===== src/tps_pkg.sv =====
// package for the typewriter print sequencer
package tps_pkg;
    localparam int TPS_CODE_W = 6;
    localparam int TPS_FIFO_DEPTH = 32;
    localparam logic [5:0] TPS_CODE_CR = 6'h25;
    localparam logic [5:0] TPS_CODE_TAB = 6'h29;
    localparam logic [5:0] TPS_CODE_SPACE = 6'h04;
    localparam logic [5:0] TPS_CODE_SHIFT_UP = 6'h27;
    localparam logic [5:0] TPS_CODE_SHIFT_DOWN = 6'h2f;
    localparam logic [5:0] TPS_CODE_BACK_SPACE = 6'h31;
    localparam logic [5:0] TPS_CODE_COLOR = 6'h02;
    localparam logic [5:0] TPS_CODE_ZERO = 6'h00;
    localparam logic [63:0] TPS_VALID_MAP = 64'h1557_d7f4_ffff_fefe;

    typedef enum logic [6:0] {
        TPS_IDLE = 7'h01,
        TPS_WAIT_RC = 7'h02,
        TPS_CLASSIFY = 7'h04,
        TPS_CHAR = 7'h08,
        TPS_FUNC = 7'h10,
        TPS_IMPOSS = 7'h20,
        TPS_DONE = 7'h40
    } tps_state_t;

    typedef struct packed {
        logic reader_common;
        logic cr_contact;
        logic fault_clear;
    } tps_contacts_t;

    typedef struct packed {
        logic reader_clutch;
        logic translator_clutch;
        logic solenoids;
        logic char_ack;
        logic ack1;
        logic ack2;
        logic detect_en;
    } tps_drive_t;
endpackage


===== src/tps_sync.sv =====
// two-flop synchroniser for contact inputs
`timescale 1ns/1ps
`default_nettype none
module tps_sync import tps_pkg::*; #(
    parameter int W = 3
) (
    input wire logic core_clk,
    input wire logic rstn,
    input wire logic [W-1:0] async_in,
    output logic [W-1:0] sync_out
);
    logic [W-1:0] stage1;
    always_ff @(posedge core_clk) begin
        if (!rstn) begin
            stage1 <= '0;
            sync_out <= '0;
        end else begin
            stage1 <= async_in;
            sync_out <= stage1;
        end
    end
endmodule
`default_nettype wire


===== src/tps_fifo.sv =====
// print command fifo, parameterised width and depth
`timescale 1ns/1ps
`default_nettype none
module tps_fifo import tps_pkg::*; #(
    parameter int WIDTH = TPS_CODE_W,
    parameter int DEPTH = TPS_FIFO_DEPTH
) (
    input wire logic core_clk,
    input wire logic rstn,
    input wire logic in_valid,
    output logic in_ready,
    input wire logic [WIDTH-1:0] in_data,
    output logic out_valid,
    input wire logic out_ready,
    output logic [WIDTH-1:0] out_data
);
    localparam int AW = $clog2(DEPTH);
    logic [WIDTH-1:0] mem [DEPTH];
    logic [AW-1:0] wr_ptr;
    logic [AW-1:0] rd_ptr;
    logic [AW:0] count;
    logic [AW:0] next_count;
    logic do_wr;
    logic do_rd;
    assign next_count = count + (AW+1)'(do_wr) - (AW+1)'(do_rd);
    assign out_valid = (count != '0);
    assign out_data = mem[rd_ptr];
    assign do_wr = in_valid && in_ready;
    assign do_rd = out_valid && out_ready;
    always_ff @(posedge core_clk) begin
        if (do_wr) begin
            mem[wr_ptr] <= in_data;
        end
    end
    always_ff @(posedge core_clk) begin
        if (!rstn) begin
            wr_ptr <= '0;
            rd_ptr <= '0;
            count <= '0;
            in_ready <= 1'b0;
        end else begin
            if (do_wr) begin
                wr_ptr <= wr_ptr + AW'(1);
            end
            if (do_rd) begin
                rd_ptr <= rd_ptr + AW'(1);
            end
            count <= next_count;
            // registered ready already accounts for this edge's write and read
            in_ready <= (next_count != (AW+1)'(DEPTH));
        end
    end
endmodule
`default_nettype wire


===== src/tps_sequencer.sv =====
// typewriter print sequencer top
`timescale 1ns/1ps
`default_nettype none
// Contract
// RQ1: on print command latch X bits 0..5 into print code register, energise reader clutch
// RQ2: typewriter starts a cycle after clutch; cycle start closes reader common contacts
// RQ3: reader common close enables detection, translator clutch, solenoids, character acknowledge
// RQ4: classify code: plain character, function, or impossible print
// RQ5: codes outside the typewriter set are invalid and go to impossible print
// RQ6: character path covers all but carriage return, tab, invalid codes
// RQ7: character acknowledge drops ack I, which drops ack II, clears register, releases clutch
// RQ8: no new typewriter cycle until a new print command arrives
// RQ9: reader common reopening drops translator clutch, character acknowledge, detection enable
// RQ10: character acknowledge drop reasserts ack I, ack II and one completion pulse
// RQ11: function path only for carriage return and tab
// RQ12: function state latched through carriage return contact, blocks completion pulse
// RQ13: function path: ack I returns after ack drop and contact reclose; state clears on open
// RQ14: impossible print holds ack I, keeps register, no pulse, releases clutch
// RQ15: impossible print raises fault causing class A stop
// RQ16: after impossible print wait for external fault clear and new command
// RQ17: codes: return 45, tab 51, space 04, up 47, down 57, back 61, color 02 octal
// RQ18: contacts synchronised; one state machine returning to idle after completion
module tps_sequencer import tps_pkg::*; (
    input wire logic core_clk,
    input wire logic rstn,
    input wire logic print_cmd_valid,
    output logic print_cmd_ready,
    input wire logic [TPS_CODE_W-1:0] x_code,
    input wire tps_contacts_t contacts,
    output tps_drive_t drive,
    output logic [TPS_CODE_W-1:0] print_code_register,
    output logic typewriter_done_pulse,
    output logic impossible_fault,
    output logic function_state
);
    tps_contacts_t sync_c;
    tps_state_t state;
    tps_state_t next_state;
    logic q_valid;
    logic q_ready;
    logic [TPS_CODE_W-1:0] q_code;
    logic fifo_in_ready;
    logic rc_prev;
    logic cr_prev;
    logic rc_rise;
    logic rc_fall;
    logic cr_rise;
    logic cr_fall;
    logic is_func;
    logic is_valid;
    logic char_ack_dropped;
    logic cr_opened;

    // contact inputs pass two flops first [RQ18]
    tps_sync #(.W(3)) u_sync (
        .core_clk(core_clk),
        .rstn(rstn),
        .async_in(contacts),
        .sync_out(sync_c)
    );

    tps_fifo #(.WIDTH(TPS_CODE_W), .DEPTH(TPS_FIFO_DEPTH)) u_fifo (
        .core_clk(core_clk),
        .rstn(rstn),
        .in_valid(print_cmd_valid),
        .in_ready(fifo_in_ready),
        .in_data(x_code),
        .out_valid(q_valid),
        .out_ready(q_ready),
        .out_data(q_code)
    );

    // only pop a command in idle with no fault held [RQ8] [RQ16]
    assign q_ready = (state == TPS_IDLE) && !impossible_fault;

    // code classification [RQ4] [RQ5] [RQ11] [RQ17]
    assign is_func = (print_code_register == TPS_CODE_CR) || (print_code_register == TPS_CODE_TAB);
    assign is_valid = TPS_VALID_MAP[print_code_register];

    assign rc_rise = sync_c.reader_common && !rc_prev;
    assign rc_fall = !sync_c.reader_common && rc_prev;
    assign cr_rise = sync_c.cr_contact && !cr_prev;
    assign cr_fall = !sync_c.cr_contact && cr_prev;

    always_ff @(posedge core_clk) begin
        if (!rstn) begin
            rc_prev <= 1'b0;
            cr_prev <= 1'b0;
        end else begin
            rc_prev <= sync_c.reader_common;
            cr_prev <= sync_c.cr_contact;
        end
    end

    // fifo ready is a flop that already counts this edge's write
    assign print_cmd_ready = fifo_in_ready;

    // state machine
    always_comb begin
        next_state = state;
        case (state)
            TPS_IDLE: begin
                if (q_valid && !impossible_fault) begin
                    next_state = TPS_WAIT_RC;
                end
            end
            TPS_WAIT_RC: begin
                if (rc_rise) begin
                    next_state = TPS_CLASSIFY;
                end
            end
            TPS_CLASSIFY: begin
                if (!is_valid) begin
                    next_state = TPS_IMPOSS; // [RQ5]
                end else if (is_func) begin
                    next_state = TPS_FUNC; // [RQ11]
                end else begin
                    next_state = TPS_CHAR; // [RQ6]
                end
            end
            TPS_CHAR: begin
                if (char_ack_dropped) begin
                    next_state = TPS_DONE; // [RQ10]
                end
            end
            TPS_FUNC: begin
                if (char_ack_dropped && cr_opened && cr_rise) begin
                    next_state = TPS_DONE; // [RQ13]
                end
            end
            TPS_IMPOSS: begin
                if (sync_c.fault_clear) begin
                    next_state = TPS_IDLE; // [RQ16]
                end
            end
            TPS_DONE: begin
                next_state = TPS_IDLE; // [RQ18]
            end
            default: begin
                next_state = TPS_IDLE;
            end
        endcase
    end

    always_ff @(posedge core_clk) begin
        if (!rstn) begin
            state <= TPS_IDLE;
        end else begin
            state <= next_state;
        end
    end

    // print code register and reader clutch [RQ1] [RQ7] [RQ14]
    always_ff @(posedge core_clk) begin
        if (!rstn) begin
            print_code_register <= TPS_CODE_ZERO;
            drive.reader_clutch <= 1'b0;
        end else if (state == TPS_IDLE && next_state == TPS_WAIT_RC) begin
            print_code_register <= q_code; // [RQ1]
            drive.reader_clutch <= 1'b1;
        end else if (state == TPS_CLASSIFY && !is_valid) begin
            drive.reader_clutch <= 1'b0; // [RQ14]
        end else if ((state == TPS_CHAR || state == TPS_FUNC) && drive.char_ack && drive.ack1) begin
            print_code_register <= TPS_CODE_ZERO; // [RQ7]
            drive.reader_clutch <= 1'b0;
        end
    end

    // translator drive and detection follow reader common [RQ3] [RQ9]
    always_ff @(posedge core_clk) begin
        if (!rstn) begin
            drive.translator_clutch <= 1'b0;
            drive.solenoids <= 1'b0;
            drive.char_ack <= 1'b0;
            drive.detect_en <= 1'b0;
        end else if (state == TPS_WAIT_RC && rc_rise) begin
            drive.translator_clutch <= 1'b1; // [RQ3]
            drive.solenoids <= 1'b1;
            drive.char_ack <= 1'b1;
            drive.detect_en <= 1'b1;
        end else if (rc_fall || state == TPS_IDLE) begin
            drive.translator_clutch <= 1'b0; // [RQ9]
            drive.solenoids <= 1'b0;
            drive.char_ack <= 1'b0;
            drive.detect_en <= 1'b0;
        end
    end

    // acknowledge I and II
    always_ff @(posedge core_clk) begin
        if (!rstn) begin
            drive.ack1 <= 1'b1;
            drive.ack2 <= 1'b1;
        end else if (state == TPS_IMPOSS) begin
            drive.ack1 <= 1'b1; // [RQ14]
            drive.ack2 <= 1'b1;
        end else if ((state == TPS_CHAR || state == TPS_FUNC) && drive.char_ack) begin
            drive.ack1 <= 1'b0; // [RQ7]
            drive.ack2 <= 1'b0;
        end else if (next_state == TPS_DONE) begin
            drive.ack1 <= 1'b1; // [RQ10] [RQ13]
            drive.ack2 <= 1'b1;
        end
    end

    // remembers the acknowledge drop and the carriage contact opening
    always_ff @(posedge core_clk) begin
        if (!rstn) begin
            char_ack_dropped <= 1'b0;
            cr_opened <= 1'b0;
        end else if (state == TPS_IDLE) begin
            char_ack_dropped <= 1'b0;
            cr_opened <= 1'b0;
        end else begin
            if (rc_fall) begin
                char_ack_dropped <= 1'b1;
            end
            if (cr_fall) begin
                cr_opened <= 1'b1;
            end
        end
    end

    // function state held through carriage contact [RQ12] [RQ13]
    always_ff @(posedge core_clk) begin
        if (!rstn) begin
            function_state <= 1'b0;
        end else if (state == TPS_CLASSIFY && is_valid && is_func) begin
            function_state <= 1'b1;
        end else if (cr_fall) begin
            function_state <= 1'b0;
        end
    end

    // completion pulse, blocked by function state or fault [RQ10] [RQ12] [RQ14]
    always_ff @(posedge core_clk) begin
        if (!rstn) begin
            typewriter_done_pulse <= 1'b0;
        end else begin
            typewriter_done_pulse <= (next_state == TPS_DONE) && !function_state && !impossible_fault;
        end
    end

    // impossible print fault, cleared externally [RQ15] [RQ16]
    always_ff @(posedge core_clk) begin
        if (!rstn) begin
            impossible_fault <= 1'b0;
        end else if (state == TPS_CLASSIFY && !is_valid) begin
            impossible_fault <= 1'b1;
        end else if (state == TPS_IMPOSS && sync_c.fault_clear) begin
            impossible_fault <= 1'b0;
        end
    end

    property p_load_clutch;
        @(posedge core_clk) disable iff (!rstn)
        (state == TPS_IDLE && next_state == TPS_WAIT_RC) |=> drive.reader_clutch && print_code_register == $past(q_code);
    endproperty
    a_load_clutch: assert property (p_load_clutch) else $error("code not loaded"); // [RQ1]

    property p_rc_drive;
        @(posedge core_clk) disable iff (!rstn)
        (state == TPS_WAIT_RC && rc_rise) |=> drive.char_ack && drive.detect_en && drive.translator_clutch;
    endproperty
    a_rc_drive: assert property (p_rc_drive) else $error("no translator drive"); // [RQ3]

    property p_invalid;
        @(posedge core_clk) disable iff (!rstn)
        (state == TPS_CLASSIFY && !is_valid) |=> state == TPS_IMPOSS && impossible_fault && !drive.reader_clutch;
    endproperty
    a_invalid: assert property (p_invalid) else $error("invalid code missed"); // [RQ5]

    property p_func;
        @(posedge core_clk) disable iff (!rstn)
        (state == TPS_CLASSIFY && is_valid && is_func) |=> state == TPS_FUNC && function_state;
    endproperty
    a_func: assert property (p_func) else $error("function path missed"); // [RQ11]

    property p_rc_open;
        @(posedge core_clk) disable iff (!rstn)
        rc_fall |=> !drive.char_ack && !drive.detect_en && !drive.translator_clutch;
    endproperty
    a_rc_open: assert property (p_rc_open) else $error("drive not dropped"); // [RQ9]

    property p_no_pulse_fault;
        @(posedge core_clk) disable iff (!rstn)
        impossible_fault |-> !typewriter_done_pulse && drive.ack1;
    endproperty
    a_no_pulse_fault: assert property (p_no_pulse_fault) else $error("pulse during fault"); // [RQ14]

    property p_pulse_single;
        @(posedge core_clk) disable iff (!rstn)
        typewriter_done_pulse |=> !typewriter_done_pulse;
    endproperty
    a_pulse_single: assert property (p_pulse_single) else $error("pulse too long"); // [RQ10]

    property p_hold_fault;
        @(posedge core_clk) disable iff (!rstn)
        impossible_fault |=> !drive.reader_clutch && print_code_register == $past(print_code_register);
    endproperty
    a_hold_fault: assert property (p_hold_fault) else $error("command taken in fault"); // [RQ16]

    property p_ack_drop;
        @(posedge core_clk) disable iff (!rstn)
        (state == TPS_CHAR && drive.char_ack && drive.ack1) |=> !drive.ack1 && !drive.reader_clutch;
    endproperty
    a_ack_drop: assert property (p_ack_drop) else $error("ack I not dropped"); // [RQ7]

    property p_char_path;
        @(posedge core_clk) disable iff (!rstn)
        (state == TPS_CLASSIFY && is_valid && !is_func) |=> state == TPS_CHAR && !function_state;
    endproperty
    a_char_path: assert property (p_char_path) else $error("character path missed"); // [RQ6]

    property p_clutch_cmd;
        @(posedge core_clk) disable iff (!rstn)
        $rose(drive.reader_clutch) |-> $past(q_valid && q_ready);
    endproperty
    a_clutch_cmd: assert property (p_clutch_cmd) else $error("cycle without command"); // [RQ8]

    property p_done_pulse;
        @(posedge core_clk) disable iff (!rstn)
        (state == TPS_CHAR && char_ack_dropped) |=> typewriter_done_pulse && drive.ack1 && drive.ack2;
    endproperty
    a_done_pulse: assert property (p_done_pulse) else $error("no completion pulse"); // [RQ10]

    property p_func_block;
        @(posedge core_clk) disable iff (!rstn)
        function_state |-> !typewriter_done_pulse;
    endproperty
    a_func_block: assert property (p_func_block) else $error("pulse while function held"); // [RQ12]

    property p_ack_hold;
        @(posedge core_clk) disable iff (!rstn)
        (state == TPS_FUNC && !drive.ack1 && !(char_ack_dropped && cr_opened && cr_rise)) |=> !drive.ack1;
    endproperty
    a_ack_hold: assert property (p_ack_hold) else $error("ack I returned early"); // [RQ13]

    property p_fault_state;
        @(posedge core_clk) disable iff (!rstn)
        state == TPS_IMPOSS |-> impossible_fault;
    endproperty
    a_fault_state: assert property (p_fault_state) else $error("fault not raised"); // [RQ15]

    c_char: cover property (@(posedge core_clk) disable iff (!rstn) state == TPS_CHAR ##[1:50] typewriter_done_pulse);
    c_func: cover property (@(posedge core_clk) disable iff (!rstn) state == TPS_FUNC ##[1:50] state == TPS_DONE);
    c_imp: cover property (@(posedge core_clk) disable iff (!rstn) state == TPS_IMPOSS ##[1:50] state == TPS_IDLE);
    c_full: cover property (@(posedge core_clk) disable iff (!rstn) !fifo_in_ready && q_valid ##1 fifo_in_ready);
endmodule
`default_nettype wire


===== config.mk =====
export PLATFORM = sky130hd
export DESIGN_NAME = tps_sequencer
export DESIGN_NICKNAME = d
export VERILOG_FILES = /design/src/tps_pkg.sv /design/src/tps_sync.sv /design/src/tps_fifo.sv /design/src/tps_sequencer.sv
export SDC_FILE = /design/constraint.sdc
export NUM_CORES = 1
export LEC_CHECK = 0
export BUFFER_PORTS_ARGS = -buffer_cell sky130_fd_sc_hd__clkbuf_2
export CORE_MARGIN = 1.5
export CORE_UTILIZATION = 50
export CTS_CLUSTER_SIZE = 20
export DETAILED_ROUTE_END_ITERATION = 8
export PLACE_DENSITY = 0.66
export SLEW_MARGIN = 15
export SYNTH_ARGS = -nofsm -noshare
export SYNTH_HDL_FRONTEND = slang
export SYNTH_HIERARCHICAL = 1
export SYNTH_SLANG_ARGS = --single-unit

===== constraint.sdc =====
create_clock -name core_clk -period 3.2 [get_ports core_clk]
set_clock_uncertainty 0.1 [all_clocks]
set_input_delay 0.16 -clock core_clk [delete_from_list [all_inputs] [get_ports core_clk]]
set_output_delay 0.16 -clock core_clk [all_outputs]
set_load 0.02 [all_outputs]

==> flow_metrics.env, run 1 <==
export IMPL_hpwl_um=14200
export IMPL_area_growth_synth_to_final_pct=12.5
export IMPL_fin_setup_tns_ns=0
export IMPL_tritoncts="done"
export IMPL_fp_dieW_um=145
export IMPL_rows=51
export IMPL_via_per_inst=5.84
export IMPL_die_h_um=145
export IMPL_antenna_found_initial=0
export IMPL_root_buffer="clkbuf_16"
export IMPL_total_power_w=0.00859
export IMPL_synthCells=687
export IMPL_synth_nets=712
export IMPL_num_vias=5923
export IMPL_drt_iter0_drc=464
export IMPL_globalRouteMet3Util_pct=3.74
export IMPL_wl_um=21200
export IMPL_grt_pass1_vias=5837
export IMPL_p_per_area_mw_per_mm2=758
export IMPL_endpoint_kind="flop"
export IMPL_core_area_mm2=0.0196
export IMPL_synth_area_mm2=0.0101
export IMPL_fin_area_mm2=0.0113
export IMPL_placed_cells=964
export IMPL_diodes=0
export IMPL_hold_violations=0
export IMPL_reg2reg_setup_slack_ns=0.20
export IMPL_drt_drc_violations_left=0
export IMPL_seq_area_mm2=0.00681
export IMPL_synth_seq_area_share_pct=67.6
export IMPL_met2_usage_pct=32.4
export IMPL_ys_warnings_count=6
export IMPL_ys_flop_type="edfxtp_1"
export IMPL_grt_pass1_wl_um=32900
export IMPL_grt_usage_pct=20.3
export IMPL_grtUsageMet1_pct=28.8
export IMPL_synth_cell_type_count=66
export IMPL_fill_cells=1554
export IMPL_ys_ff_latch=244
export IMPL_path_class="flop to flop"
export IMPL_dr_pass1_iters=5
export IMPL_slew_viol_final=0
export IMPL_drive_gt1_share_pct=13.9
export IMPL_synth_edf_count=192
export IMPL_ir_drop_mv=0.620
export IMPL_io_buffers=28
export IMPL_top_usage_layer="met2"
export IMPL_worstHoldPathType="primary input to flop"
export IMPL_cts_sinks=244
export IMPL_synthArstFlopShare_pct=0
export IMPL_tightest_slew_ns=1.07
export IMPL_cp_data_required_time_ns=3.53
export IMPL_multi_input_area_mm2=0.00303
export IMPL_grt_overflow=0
export IMPL_clk_pin_slew_ns=0.06
export IMPL_cp_data_arrival_time_ns=3.34
export IMPL_fmax_mhz=333
export IMPL_start_util_pct=51.4
export IMPL_grt_max_degree=37
export IMPL_h_tree_depth=1
export IMPL_numCtsBuffers=25
export IMPL_cpPeakStageDelay_ns=0.59
export IMPL_setup_viol=0
export IMPL_insertion_delay_ns=0.50
export IMPL_wl_per_cell_um=20.9
export IMPL_cts_buffer_depth=3
export IMPL_startpoint_type="flop"
export IMPL_rsz0062_at_grt="no"
export IMPL_p_leak_nw=3.77
export IMPL_relSlewSlack_pct=28.6
export IMPL_path_cells="buf_12 > buf_4 > mux4_1 > a221oi_2 > nand3_1 > and4_1 > a211o_1 > nor2b_1 > a2111o_1 > o211ai_2"
export IMPL_path_max_fanout=22
export IMPL_place_congestion=0.841
export IMPL_layout_nets=756
export IMPL_critical_path_slowest_cell="mux4_1"
export IMPL_die_area_mm2=0.0210
export IMPL_maxCapViolations=0
export IMPL_avgSynthCellArea_um2=14.7
export IMPL_ant_nets=0
export IMPL_status="finished, final reports clean"
export IMPL_dpl_instance_area_mm2=0.0105
export IMPL_period_share_pct=93.8
export IMPL_final_cells=1014
export IMPL_min_period_ns=3.00
export IMPL_pin_count=29
-- worst paths after layout --
kind              cells after the start                   startpoint                       endpoint
setup reg to reg                     10                         flop               is_valid$_DFF_P_
hold / removal                        1                    x_code[3]    u_fifo/mem[25][3]$_DFFE_PP_
setup / recovery                     10                         flop               is_valid$_DFF_P_
hold reg to reg                       1  u_sync/stage1[1]$_SDFF_PN0_  u_sync/sync_out[1]$_SDFF_PN0_
-- flip-flops by register name, indices dropped and copies added (netlist names), 3 cells and up, named ones only --
name and cells:
u_fifo/mem 192, state 7, print_code_register 6, u_fifo/count 6, u_fifo/rd_ptr 5, u_fifo/wr_ptr 5
drive 3, u_sync/stage1 3, u_sync/sync_out 3
-- cells by family (layout without fill, tap and decap cells) --
kind of cell,after synthesis,after routing,share of synthesized area (%)
flops,244,244,67.6
simple gates,214,214,10.8
compound gates,81,81,5.78
mux,72,72,10.6
buf+inv,51,113,2.53
fa+ha+maj,13,13,1.69
xor+xnor,12,12,1.04
-- worst max-delay path: cells and delay by family, from the launching register on --
kind	cells	cell delay, ns
compound gates	4	1.03
buf+inv	2	0.41
flops	1	0.35
mux	1	0.59
simple gates	3	0.43
-- report_power, final --
group	total, W	switching [W]	internal (W)
registers	0.00372	0.000147	0.00357
logic	0.00221	0.00124	0.000973
clock network	0.00266	0.00109	0.00156
total	0.00859	0.00248	0.00611
-- final cells by class --
cell class / count / share of cell area (%)
Clock inverter: 1 / 0.0442
Clock buffer: 44 / 6.59
Sequential cell: 244 / 60.1
Timing Repair Buffer: 49 / 2.96
Inverter: 19 / 0.629
Tap cell: 265 / 2.93
Multi-Input combinational cell: 392 / 26.8
-- layer usage --
| metal | up-vias | routed length, µm |
|---|---|---|
| met2 | 208 | 9800 |
| met3 | 35 | 1470 |
| met4 | 0 | 486 |
| li1 | 2698 | - |
| met1 | 2982 | 9400 |
| met5 | - | 0 |
-- layout by cell type, fill, tap and decap left out, types with 6 or more instances in the layout --
| cell | Yosys | final |
|---|---|---|
| nand2_1 | 38 | 38 |
| clkbuf_2 | 1 | 28 |
| a21oi_1 | 26 | 26 |
| nor3_1 | 8 | 8 |
| nand2b_1 | 8 | 8 |
| xor2_1 | 7 | 7 |
| mux2i_1 | 48 | 48 |
| a22oi_1 | 12 | 12 |
| mux4_2 | 12 | 12 |
| a22o_1 | 6 | 6 |
| inv_1 | 19 | 19 |
| nor2_1 | 72 | 71 |
| o21ai_0 | 6 | 6 |
| buf_4 | 8 | 14 |
| edfxtp_1 | 192 | 192 |
| mux4_1 | 12 | 12 |
| dfxtp_1 | 52 | 51 |
| nor3b_1 | 6 | 6 |
| clkbuf_1 | 12 | 14 |
| and2_1 | 14 | 14 |
| ha_1 | 12 | 12 |
| nand3_1 | 28 | 28 |
| clkbuf_16 | 0 | 25 |
-- synthesized netlist by cell type (6+ instances only) --
cell / count / share of area [%]
o21ai_0: 6 / 0.30
nor3_1: 8 / 0.40
nand2b_1: 8 / 0.50
dfxtp_1: 52 / 10
buf_4: 8 / 0.60
inv_1: 19 / 0.71
nand3_1: 28 / 1.4
a22oi_1: 12 / 0.89
clkbuf_1: 12 / 0.45
ha_1: 12 / 1.5
a21oi_1: 26 / 1.3
xor2_1: 7 / 0.61
nor2_1: 72 / 2.7
nand2_1: 38 / 1.4
edfxtp_1: 192 / 57
mux4_2: 12 / 2.7
and2_1: 14 / 0.87
buf_2: 7 / 0.35
mux4_1: 12 / 3.1
nor3b_1: 6 / 0.45
mux2i_1: 48 / 4.8
a22o_1: 6 / 0.52
-- through the flow --
| step | setup slack [ns] | hold slack [ns] | util [%] |
|---|---|---|---|
| after global routing | 0.00562 | 0.272 | 57.8 |
| after global placement | 0.223 | 0.266 | 53.6 |
| after detailed placement | 0.131 | 0.271 | 53.6 |
| after floorplan | 0.289 | 0.159 | - |
| after CTS | 0.117 | 0.234 | 57.7 |
| final | 0.198 | 0.226 | 57.8 |
-- repair_timing --
action / CTS / global route
resized for setup: 0 / 4
setup buffers: 0 / 0
hold buffers: 5 / 0
setup endpoints to repair: 0 / 3
hold endpoints to repair: 5 / 0
(Power assumes the default switching activity.)
==> run 2: changes to the inputs <==
--- a/config.mk
+++ b/config.mk
@@ -8,6 +8,7 @@
 export BUFFER_PORTS_ARGS = -buffer_cell sky130_fd_sc_hd__clkbuf_2
 export CORE_MARGIN = 1.5
 export CORE_UTILIZATION = 50
+export CTS_BUF_LIST = sky130_fd_sc_hd__clkbuf_4 sky130_fd_sc_hd__clkbuf_8
 export CTS_CLUSTER_SIZE = 20
 export DETAILED_ROUTE_END_ITERATION = 8
 export PLACE_DENSITY = 0.66
==> run 2 against run 1 <==
  * Clock power rose by 2%
  * First-iteration DRC count decreased by 3.0%
  * Combinational power barely moved
  * Via count grew 1.1%
  * Worst hold slack got worse by 0.014 ns
==> flow_metrics.env, run 2 (synthesis results as in run 1) <==
export IMPL_die_area_mm2=0.0210
export IMPL_ir_drop_mv=0.500
export IMPL_mostFrequentLayoutCells="edfxtp_1 (192), nor2_1 (71), dfxtp_1 (51), mux2i_1 (48), clkbuf_8 (47)"
export IMPL_drt_iter0_drc=450
export IMPL_numCtsBuffers=40
export IMPL_io_buffers=28
export IMPL_rsz0062_at_grt="no"
export IMPL_postLayoutCoreUtil_pct=58.2
export IMPL_tightest_slew_ns=0.971
export IMPL_grtUsageMet1_pct=29.2
export IMPL_hpwl_um=14200
export IMPL_reg_largest_list="u_fifo/mem (192), state (7)"
export IMPL_start_util_pct=51.4
export IMPL_path_cells="buf_12 > mux4_2 > a22o_1 > a221oi_2 > nand3_1 > a41oi_1 > a21bo_2 > a21o_1 > a2111o_1 > o211ai_2"
export IMPL_ant_nets=0
export IMPL_diodes=0
export IMPL_drive_gt1_share_pct=18.5
export IMPL_place_congestion=0.841
export IMPL_slew_viol_final=0
export IMPL_regMostFlops="u_fifo/mem"
export IMPL_min_period_ns=3.04
export IMPL_layout_nets=771
export IMPL_area_growth_synth_to_final_pct=13.2
export IMPL_rows=51
export IMPL_path_buf_inv=1
export IMPL_dr_pass1_iters=5
export IMPL_die_h_um=145
export IMPL_h_tree_depth=2
export IMPL_cts_buffer_depth=3
export IMPL_cts_sinks=244
export IMPL_top_usage_layer="met2"
export IMPL_tritoncts="done"
export IMPL_core_area_mm2=0.0196
export IMPL_p_per_area_mw_per_mm2=759
export IMPL_met2_usage_pct=32.1
export IMPL_clk_pin_slew_ns=0.07
export IMPL_fill_cells=1547
export IMPL_p_leak_nw=3.85
export IMPL_total_power_w=0.00866
export IMPL_root_buffer="clkbuf_8"
export IMPL_final_cells=1040
export IMPL_status="finished, final reports clean"
export IMPL_grt_pass1_wl_um=33300
export IMPL_endpoint_kind="flop"
export IMPL_placed_cells=964
export IMPL_antenna_found_initial=0
export IMPL_fmax_mhz=329
export IMPL_cp_top_family="compound AO/OA/AOI/OAI gates"
export IMPL_worstHoldPathType="primary input to flop"
export IMPL_via_per_inst=5.76
export IMPL_critical_path_slowest_cell="mux4_2"
export IMPL_path_max_fanout=22
export IMPL_globalRouteMet3Util_pct=4.50
export IMPL_num_vias=5988
export IMPL_fin_setup_tns_ns=0
export IMPL_setup_viol=0
export IMPL_pin_count=29
export IMPL_period_share_pct=95.0
export IMPL_startpoint_type="flop"
export IMPL_grt_usage_pct=20.8
export IMPL_path_class="flop to flop"
export IMPL_cp_data_arrival_time_ns=3.39
export IMPL_relSlewSlack_pct=35.1
export IMPL_layout_commonest_cell="edfxtp_1"
export IMPL_cp_data_required_time_ns=3.55
export IMPL_fp_dieW_um=145
export IMPL_largest_register_ffs=192
export IMPL_postCtsSetupRepairBufs=0
export IMPL_grt_max_degree=37
export IMPL_wl_per_cell_um=20.7
export IMPL_drt_drc_violations_left=0
export IMPL_cpPeakStageDelay_ns=0.52
export IMPL_insertion_delay_ns=0.53
export IMPL_hold_violations=0
export IMPL_grt_overflow=0
export IMPL_maxCapViolations=0
export IMPL_wl_um=21600
export IMPL_grt_pass1_vias=5977
## run 2: routing by layer
metal  vias up  share of wire [%]
met4         0                2.5
met1      3000                 45
met2       204                 46
met5         -                  0
met3        49                6.8
li1       2735                  -
## run 2: where the power goes
group / internal [W] / switching [W]
Sequential: 0.00357 / 0.000149
Combinational: 0.000973 / 0.00124
Clock: 0.00157 / 0.00115
Total: 0.00612 / 0.00254
## run 2: final cells by class
cell class | instances | area [µm²] | area share, %
Clock inverter | 3 | 13.8 | 0.121
Tap cell | 265 | 332 | 2.91
Timing Repair Buffer | 49 | 335 | 2.94
Sequential cell | 244 | 6810 | 59.7
Inverter | 19 | 71.3 | 0.626
Clock buffer | 68 | 805 | 7.06
Multi-Input combinational cell | 392 | 3030 | 26.6
## run 2: through the flow
step	area, µm²	hold WS [ns]	worst slack [ns]
after detailed placement	10500	0.271	0.131
final	11400	0.211	0.161
after CTS	11400	0.208	0.113
after global placement	10500	0.266	0.223
after global routing	11400	0.239	0.0145
after floorplan	10100	0.159	0.289
## run 2: path summary, 6_finish.rpt
check | start | endpoint | slack (ns) | depth (start not counted)
worst max-delay path | flop | is_valid$_DFF_P_ | 0.16 | 10
worst min-delay path | x_code[3] | u_fifo/mem[25][3]$_DFFE_PP_ | 0.21 | 1
worst max register to register | flop | is_valid$_DFF_P_ | 0.16 | 10
worst min register to register | u_sync/stage1[1]$_SDFF_PN0_ | u_sync/sync_out[1]$_SDFF_PN0_ | 0.33 | 1
## run 2: repair_timing
item	CTS	global route
endpoints found under the hold margin	5	0
endpoints found under the setup margin	0	3
gates resized for setup	0	4
hold buffers	5	0
